File: src/shared/dll_switch_pkg.sv
// Constants, types and commands for the DLL on/off switch sequencer.
// Assumes the DRAM clock runs at the ref clock rate while counting.
package dll_switch_pkg;

  // ****************************************
  // Timing
  // ****************************************
  localparam int CLK_PS = 25000;

  // Rounded up, never below the cycle floor
  function automatic int ns_to_cyc(input int ns, input int floor_nck);
    int c;
    c = (ns * 1000 + CLK_PS - 1) / CLK_PS;
    return (c > floor_nck) ? c : floor_nck;
  endfunction

  localparam int MOD_NS     = 15;
  localparam int MOD_CYC    = ns_to_cyc(MOD_NS, 12);
  localparam int MRD_CYC    = 4;
  localparam int CKSRE_NS   = 10;
  localparam int CKSRE_CYC  = ns_to_cyc(CKSRE_NS, 5);
  localparam int CKSRX_NS   = 10;
  localparam int CKSRX_CYC  = ns_to_cyc(CKSRX_NS, 5);
  localparam int XS_NS      = 270;
  localparam int XS_CYC     = ns_to_cyc(XS_NS, 5);
  localparam int DLLK_CYC   = 512;
  localparam int ZQOPER_CYC = 512;
  localparam int CNT_W      = 10;

  // ****************************************
  // Register map and fields
  // ****************************************
  localparam logic [4:0] CTRL_OFS   = 5'h00;
  localparam logic [4:0] STATUS_OFS = 5'h04;
  localparam logic [4:0] MR0_OFS    = 5'h08;
  localparam logic [4:0] MR1_OFS    = 5'h0C;
  localparam logic [4:0] MR2_OFS    = 5'h10;
  localparam int CTRL_GO    = 0;
  localparam int CTRL_TOOFF = 1;
  localparam int CTRL_ZQ    = 2;
  localparam int DLL_DIS_BIT = 0;
  localparam int DLL_RST_BIT = 8;
  localparam int ZQ_LONG_BIT = 10;
  localparam logic [13:0] MR_RST = 14'h0000;

  // ****************************************
  // Pin bundle and commands
  // ****************************************
  typedef struct packed {
    logic        cke;
    logic        cs_n;
    logic        ras_n;
    logic        cas_n;
    logic        we_n;
    logic        odt;
    logic [2:0]  ba;
    logic [13:0] addr;
  } dram_cmd_t;

  localparam logic [3:0] OP_NOP = 4'h7;
  localparam logic [3:0] OP_MRS = 4'h0;
  localparam logic [3:0] OP_REF = 4'h1;
  localparam logic [3:0] OP_ZQ  = 4'h6;

  typedef enum logic [3:0] {
    ST_IDLE, ST_DIS_DLL, ST_SRE, ST_CLK_REQ, ST_SRX, ST_EN_DLL,
    ST_RST_DLL, ST_MR2, ST_MR0, ST_ZQ, ST_FINISH, ST_WAIT
  } seq_state_t;

endpackage

File: src/dll_switch_ctrl.sv
// Sequencer that moves a DRAM between DLL-on and DLL-off operation.
// Assumes an outside clock generator that changes the DRAM clock
// on request and reports when the new clock is stable.
//
// The implementer's own choices: the register addresses and the Avalon-MM interface to the registers.
`timescale 1ns/100ps

module dll_switch_ctrl
  import dll_switch_pkg::*;
(
  input  wire logic        ref_clk_in,
  input  wire logic        reset_n_in,
  input  wire logic [4:0]  avs_address_in,
  input  wire logic        avs_read_in,
  input  wire logic        avs_write_in,
  input  wire logic [31:0] avs_writedata_in,
  output logic      [31:0] avs_readdata_out,
  output logic             avs_waitrequest_out,
  input  wire logic        clk_stable_in,
  output logic             clk_change_req_out,
  output dram_cmd_t        dram_out
);

  // ****************************************
  // State
  // ****************************************
  seq_state_t       state;
  seq_state_t       ret_state;
  logic [CNT_W-1:0] wait_cnt;
  logic [CNT_W-1:0] lock_cnt;
  logic [CNT_W-1:0] zq_cnt;
  logic             to_off;
  logic             zq_en;
  logic             dll_off;
  logic             done;
  logic             cke_level;
  logic             clk_req;
  logic [13:0]      mr0_val;
  logic [13:0]      mr1_val;
  logic [13:0]      mr2_val;
  logic             ack;
  dram_cmd_t        next_cmd;

  // ****************************************
  // Avalon slave decode
  // ****************************************
  wire req      = avs_read_in | avs_write_in;
  wire take     = req & ~ack;
  // Writes land at the edge that shows waitrequest low to the master
  wire wr_take  = avs_write_in & ack;
  wire sel_ctrl = avs_address_in == CTRL_OFS;
  wire sel_stat = avs_address_in == STATUS_OFS;
  wire sel_mr0  = avs_address_in == MR0_OFS;
  wire sel_mr1  = avs_address_in == MR1_OFS;
  wire sel_mr2  = avs_address_in == MR2_OFS;
  wire idle     = state == ST_IDLE;

  // Start only from idle; caller guarantees banks closed
  wire go = wr_take & sel_ctrl & idle &
            avs_writedata_in[CTRL_GO];

  // Mode values are frozen while a switch runs
  wire mr_wr = wr_take & idle;

  wire [31:0] ctrl_rd = {29'h0000_0000, zq_en, to_off, 1'b0};
  wire [31:0] stat_rd = {24'h00_0000, state, 1'b0, dll_off,
                         done, ~idle};

  wire [31:0] rd_mux =
    sel_ctrl ? ctrl_rd :
    sel_stat ? stat_rd :
    sel_mr0  ? {18'h0_0000, mr0_val} :
    sel_mr1  ? {18'h0_0000, mr1_val} :
    sel_mr2  ? {18'h0_0000, mr2_val} : 32'h0000_0000;

  // One wait cycle: data is registered, then released
  assign avs_waitrequest_out = req & ~ack;

  always_ff @(posedge ref_clk_in) begin
    if (!reset_n_in) begin
      ack              <= 1'b0;
      avs_readdata_out <= 32'h0000_0000;
    end else begin
      ack <= take;
      if (take) begin
        avs_readdata_out <= rd_mux;
      end
    end
  end

  always_ff @(posedge ref_clk_in) begin
    if (!reset_n_in) begin
      to_off  <= 1'b0;
      zq_en   <= 1'b0;
      mr0_val <= MR_RST;
      mr1_val <= MR_RST;
      mr2_val <= MR_RST;
    end else begin
      if (mr_wr && sel_ctrl) begin
        to_off <= avs_writedata_in[CTRL_TOOFF];
        zq_en  <= avs_writedata_in[CTRL_ZQ];
      end
      if (mr_wr && sel_mr0) begin
        mr0_val <= avs_writedata_in[13:0];
      end
      if (mr_wr && sel_mr1) begin
        mr1_val <= avs_writedata_in[13:0];
      end
      if (mr_wr && sel_mr2) begin
        mr2_val <= avs_writedata_in[13:0];
      end
    end
  end

  // ****************************************
  // Command helpers
  // ****************************************
  // ODT is never raised by this block: it stays static low through
  // both switches, which is legal whether or not termination is on.
  function automatic dram_cmd_t mk_cmd(
    input logic        cke,
    input logic [3:0]  op,
    input logic [2:0]  ba,
    input logic [13:0] addr
  );
    dram_cmd_t c;
    c.cke   = cke;
    c.cs_n  = op[3];
    c.ras_n = op[2];
    c.cas_n = op[1];
    c.we_n  = op[0];
    c.odt   = 1'b0;
    c.ba    = ba;
    c.addr  = addr;
    return c;
  endfunction

  // Mode words with the DLL control bits forced
  wire [13:0] mr1_dis = mr1_val | 14'h0001;
  wire [13:0] mr1_en  = mr1_val & ~14'h0001;
  wire [13:0] mr0_rst = mr0_val | 14'h0100;
  wire [13:0] mr0_nrs = mr0_val & ~14'h0100;
  wire [13:0] zq_addr = 14'h0400;

  wire wait_done = wait_cnt == '0;

  function automatic logic [CNT_W-1:0] ld(input int n);
    return CNT_W'(n - 1);
  endfunction

  // ****************************************
  // Sequencer
  // ****************************************
  seq_state_t       next_state;
  seq_state_t       next_ret;
  logic [CNT_W-1:0] next_wait;
  logic             next_cke;
  logic             next_req;
  logic             lock_load;
  logic             zq_load;
  logic             set_off;
  logic             clr_off;
  logic             finish;

  always_comb begin
    next_state = state;
    next_ret   = ret_state;
    next_wait  = wait_cnt;
    next_cke   = cke_level;
    next_req   = clk_req;
    lock_load  = 1'b0;
    zq_load    = 1'b0;
    set_off    = 1'b0;
    clr_off    = 1'b0;
    finish     = 1'b0;
    // Default is a no-operation
    next_cmd   = mk_cmd(cke_level, OP_NOP, 3'h0, 14'h0000);
    unique case (state)
      ST_IDLE: begin
        if (go) begin
          next_state = avs_writedata_in[CTRL_TOOFF] ?
                       ST_DIS_DLL : ST_SRE;
        end
      end
      ST_DIS_DLL: begin
        // Disable the DLL before self refresh
        next_cmd   = mk_cmd(1'b1, OP_MRS, 3'h1, mr1_dis);
        set_off    = 1'b1;
        next_wait  = ld(MOD_CYC);
        next_ret   = ST_SRE;
        next_state = ST_WAIT;
      end
      ST_SRE: begin
        next_cmd   = mk_cmd(1'b0, OP_REF, 3'h0, 14'h0000);
        next_cke   = 1'b0;
        next_wait  = ld(CKSRE_CYC);
        next_ret   = ST_CLK_REQ;
        next_state = ST_WAIT;
      end
      ST_CLK_REQ: begin
        // Request only after the entry hold
        // any glitch of stability restarts the count
        next_req = 1'b1;
        if (!clk_stable_in || !clk_req) begin
          next_wait = ld(CKSRX_CYC);
        end else if (wait_done) begin
          next_state = ST_SRX;
        end else begin
          next_wait = wait_cnt - 1'b1;
        end
      end
      ST_SRX: begin
        // CKE stays high from here to the end
        next_cmd   = mk_cmd(1'b1, OP_NOP, 3'h0, 14'h0000);
        next_cke   = 1'b1;
        next_req   = 1'b0;
        next_wait  = ld(XS_CYC);
        next_ret   = to_off ? ST_MR2 : ST_EN_DLL;
        next_state = ST_WAIT;
      end
      ST_EN_DLL: begin
        next_cmd   = mk_cmd(1'b1, OP_MRS, 3'h1, mr1_en);
        clr_off    = 1'b1;
        next_wait  = ld(MRD_CYC);
        next_ret   = ST_RST_DLL;
        next_state = ST_WAIT;
      end
      ST_RST_DLL: begin
        next_cmd   = mk_cmd(1'b1, OP_MRS, 3'h0, mr0_rst);
        lock_load  = 1'b1;
        next_wait  = ld(MRD_CYC);
        next_ret   = ST_MR2;
        next_state = ST_WAIT;
      end
      ST_MR2: begin
        // Latency update for the new clock
        next_cmd   = mk_cmd(1'b1, OP_MRS, 3'h2, mr2_val);
        next_wait  = to_off ? ld(MRD_CYC) : ld(MOD_CYC);
        next_ret   = to_off ? ST_MR0 : ST_ZQ;
        next_state = ST_WAIT;
      end
      ST_MR0: begin
        // DLL-off latencies, DLL reset kept clear
        next_cmd   = mk_cmd(1'b1, OP_MRS, 3'h0, mr0_nrs);
        next_wait  = ld(MOD_CYC);
        next_ret   = ST_ZQ;
        next_state = ST_WAIT;
      end
      ST_ZQ: begin
        // Reached only after a full mode delay
        if (zq_en) begin
          next_cmd = mk_cmd(1'b1, OP_ZQ, 3'h0, zq_addr);
          zq_load  = 1'b1;
        end
        next_state = ST_FINISH;
      end
      ST_FINISH: begin
        if (lock_cnt == '0 && zq_cnt == '0 && !zq_load) begin
          finish     = 1'b1;
          next_state = ST_IDLE;
        end
      end
      ST_WAIT: begin
        // One count per real clock edge
        if (wait_done) begin
          next_state = ret_state;
        end else begin
          next_wait = wait_cnt - 1'b1;
        end
      end
    endcase
  end

  // ****************************************
  // Registers of the sequencer
  // ****************************************
  always_ff @(posedge ref_clk_in) begin
    if (!reset_n_in) begin
      state     <= ST_IDLE;
      ret_state <= ST_IDLE;
      wait_cnt  <= '0;
      cke_level <= 1'b1;
      clk_req   <= 1'b0;
      dram_out  <= '{cke: 1'b1, cs_n: 1'b1, ras_n: 1'b1,
                     cas_n: 1'b1, we_n: 1'b1, odt: 1'b0,
                     ba: 3'h0, addr: 14'h0000};
    end else begin
      state     <= next_state;
      ret_state <= next_ret;
      wait_cnt  <= next_wait;
      cke_level <= next_cke;
      clk_req   <= next_req;
      dram_out  <= next_cmd;
    end
  end

  // Lock and calibration timers run beside the sequencer so that
  // the mode writes overlap the DLL lock time.
  always_ff @(posedge ref_clk_in) begin
    if (!reset_n_in) begin
      lock_cnt <= '0;
      zq_cnt   <= '0;
    end else begin
      if (lock_load) begin
        lock_cnt <= ld(DLLK_CYC);
      end else if (lock_cnt != '0) begin
        lock_cnt <= lock_cnt - 1'b1;
      end
      if (zq_load) begin
        zq_cnt <= ld(ZQOPER_CYC);
      end else if (zq_cnt != '0) begin
        zq_cnt <= zq_cnt - 1'b1;
      end
    end
  end

  // ****************************************
  // Status flags
  // ****************************************
  always_ff @(posedge ref_clk_in) begin
    if (!reset_n_in) begin
      dll_off <= 1'b0;
      done    <= 1'b0;
    end else begin
      // DLL mode as last written to the device
      if (set_off) begin
        dll_off <= 1'b1;
      end else if (clr_off) begin
        dll_off <= 1'b0;
      end
      // Done is sticky; a new start clears it
      if (finish) begin
        done <= 1'b1;
      end else if (go) begin
        done <= 1'b0;
      end
    end
  end

  assign clk_change_req_out = clk_req;

endmodule

File: config.mk
export PLATFORM = sky130hd
export DESIGN_NAME = dll_switch_ctrl
export DESIGN_NICKNAME = d
export VERILOG_FILES = /design/src/shared/dll_switch_pkg.sv /design/src/dll_switch_ctrl.sv
export SDC_FILE = /design/constraint.sdc
export NUM_CORES = 1
export LEC_CHECK = 0
export BUFFER_PORTS_ARGS = -buffer_cell sky130_fd_sc_hd__buf_2
export CORE_AREA = 5 5 114 116
export DETAILED_ROUTE_END_ITERATION = 7
export DIE_AREA = 0 0 119 121
export PLACE_DENSITY = 0.74
export SLEW_MARGIN = 10
export SYNTH_ARGS = -nofsm -noshare
export SYNTH_HDL_FRONTEND = slang
export SYNTH_SLANG_ARGS = --single-unit
File: constraint.sdc
create_clock -name ref_clk_in -period 5.1 [get_ports ref_clk_in]
set_input_delay 1.53 -clock ref_clk_in [delete_from_list [all_inputs] [get_ports ref_clk_in]]
set_output_delay 1.53 -clock ref_clk_in [all_outputs]
set_load 0.05 [all_outputs]
==> flow_summary.toml <==
[clock_network]
cts_resized = 0
cts_buffers = 17
cts_hold_buffers = 0
clk_path_buf_depth = 2
cts_setup_buffers = 0
clk_latency_ns = 0.42
cts_root_buffer = "clkbuf_16"
clk_pin_slew_ns = 0.06
htree_levels = 4
tritoncts = "built"
clkSinkCount = 121

[grt]
grt-ovfl-total = 0
grt_pass1_wl_um = 26000
grt_pass1_vias = 5266
antenna_found_initial = 0
grt_max_degree = 58
grtUsageTotal_pct = 22.2

[die]
core_mm2 = 0.0118
pin_count = 99
rows = 40
start_util_pct = 49.2
die_w_um = 119
die_area_mm2 = 0.0144
die_h_um = 121

[setup_path]
critical_path_class = "in2out"
crit_path_frequent_cell = "buf_2"
crit_buf_inv = 3
cp_slowest_cell = "or2_2"
worstPathMaxFanout = 12
cp_top_family = "buffers and inverters"
worstPathCellList = "buf_2, nor2_1, or2_2, inv_1, buf_2"
cp_data_required_time_ns = 3.57
max_stage_delay_ns = 0.37
arrival_ns = 2.56
crit_path_end_kind = "primary output"
cp-start-kind = "primary input"

[yosys]
syn_inst = 734
synthAdderAreaFrac_pct = 1.29
muxShareOfSynthArea_pct = 2.11
synth_edf_count = 0
synth_area_leader_cell = "dfxtp_1"
ys_types = 62
synth_area_mm2 = 0.00582
avgSynthCellArea_um2 = 7.92
synth_compound_area_share_pct = 22.4
synth_xor_area_share_pct = 1.36
async_flop_share_pct = 0
ys.flop_type = "dfxtp_1"
yosys.area_share.simple_pct = 24.2
synth_top_family_by_area = "simple AND/OR/NAND/NOR gates"
synth.area.top_cells = "dfxtp_1 42%, a21oi_1 9.0%, nand2_1 8.3%"
synth_warnings = 0
synth_seq_cells = 121
ys_seq_area_share_pct = 41.6
synth_top_area_share_pct = 41.6

[sta]
tightest_slew_ns = 1.35
tns_ns = 0
fin_crit_sh_pct = 80.2
setup_viol = 0
fin_crit_ns = 4.09
fin_ws_ns = 1.01
rsz0062_at_grt = "no"
hold_violations = 0
relSlewSlack_pct = 9.43
final.setup_skew_ns = 0.00916
final_max_slew_viol_count = 0
fmax_mhz = 245

[place]
port_buffers = 60
place_ws_ns = 1.03
gp_congestion = 0.887
dpl-instance-area_mm2 = 0.00608
detailed_place_hpwl_um = 10400

[layout]
final_cell_area_mm2 = 0.00665
final_nets = 818
num_antenna_cells = 0
syn2layout_area_growth_pct = 14.4
layout-drive-gt1-share_pct = 15.8

[power]
clock_power_share_pct = 42.7
share_comb_of_total_power_pct = 18.5
switching_share_pct = 29.3
power.internal_mw = 1.93
power.net_switching_mw = 0.800
p_seq_share_pct = 38.8
ir_worst_vdd_v = 0.000204
p_total_mw = 2.73
p_per_area_mw_per_mm2 = 411
p_leak_nw = 2.51

[detailed_routing]
drtAntennaViolNets = 0
route.vias.total = 5498
drc = 0
wl_per_cell_um = 17.2
drt_wl_total_um = 16000
drt_iter0_markers = 629
vias_per_cell = 5.91
drt-pass1-iter-count = 6

[worst_hold_path]
hp-class = "reg2reg"

[run]
cap_violations = 0

[outcome]
status = "finished clean"
power groups by stage:
stage	Clock, mW	Sequential [mW]	Combinational, mW
3_3_place_gp	0	1.07	0.477
6_report	1.17	1.06	0.505
2_1_floorplan	0	1.08	0.418
3_5_place_dp	0	1.08	0.501
5_1_grt	1.24	1.07	0.567
4_1_cts	1.18	1.06	0.506
stage by stage:
| stage | utilization [%] | cells | hold slack [ns] |
|---|---|---|---|
| floorplan | - | 753 | 0.430 |
| global placement | 51.4 | 898 | 0.437 |
| detailed placement | 51.4 | 898 | 0.443 |
| CTS | 56.3 | 930 | 0.453 |
| global route | 56.3 | 930 | 0.464 |
| finish | 56.3 | 930 | 0.451 |
cell usage in the layout (no fill, tap or decap), types with 7 or more instances in the layout:
cell type  instances
nand2_1          129
dfxtp_1          121
a21oi_1          105
nor2_1            60
buf_2             60
o21ai_0           27
nor3_1            20
conb_1            20
clkbuf_16         17
or3_1             16
nand2b_1          15
a222oi_1          15
inv_1             13
mux2i_1           10
o21a_1             9
o31ai_1            9
nand3_1            9
a31oi_1            8
xnor2_1            8
nor2b_1            7
buf_4              7
cell type report:
cell class,instances,area (um2)
clock inverters,15,151
well taps,147,184
fillers,1083,5160
repair buffers,67,353
inverters,14,52.6
clock buffers,17,425
flip-flops and latches,121,2420
multi-input cells,549,3060
cell usage after synthesis (3+ instances only):
library cell and count:
nor2b_1 7, or3_1 16, clkbuf_1 40, nand2b_1 15
buf_2 6, o22ai_1 5, a21boi_0 3, o21ai_0 27
a211oi_1 6, ha_1 6, nor3b_1 4, and3_1 4
xnor2_1 8, o31ai_1 9, a222oi_1 15, mux2i_1 10
a21oi_1 105, nor3_1 20, a221oi_1 3, buf_4 22
dfxtp_1 121, or3b_2 4, or4_1 3, o21a_1 9
inv_1 14, nand3_1 9, nand2_1 129, a31oi_1 8
nor2_1 60
flip-flops by register name, indices dropped and copies added, names as in the netlist, 4 cells and up:
register and flops:
mr1_val 14, zq_cnt 10, mr2_val 14, wait_cnt 10, mr0_val 14, dram_out 20, lock_cnt 10, ret_state 4
avs_readdata_out 14, state 4
logic make-up after synthesis:
family | after synthesis
adder cells (fa/ha/maj) | 6
AO/OA/AOI/OAI | 208
flip-flops | 121
buffers and inverters | 83
other | 1
XOR/XNOR | 9
AND/OR/NAND/NOR | 294
multiplexers | 12
per-layer routing:
metal / wire (um) / track usage [%]
met5: 0 / 0
met4: 354 / 10.3
met3: 1160 / 5.27
met2: 7850 / 36.2
met1: 6590 / 27.9
final timing paths:
check	startpoint	slack [ns]	endpoint	cells past startpoint
worst max-delay path	avs_write_in	1.01	avs_waitrequest_out	5
worst min register to register	avs_readdata_out[11]$_SDFFE_PN0P_	0.45	avs_readdata_out[11]$_SDFFE_PN0P_	2
worst min-delay path	avs_readdata_out[11]$_SDFFE_PN0P_	0.45	avs_readdata_out[11]$_SDFFE_PN0P_	2
worst max register to register	state[3]$_SDFFE_PN0P_	2.16	mr1_val[2]$_SDFFE_PN0P_	6
worst register-to-register path, cell delays in order, from the launching register on:
cell     delay [ns]
dfxtp_1        0.50
buf_4          0.31
nor4_2         0.52
nand3_1        0.28
nor3_2         0.91
nand2_1        0.17
a21oi_1        0.17
Note: power is estimated with default switching activity, not from simulation.
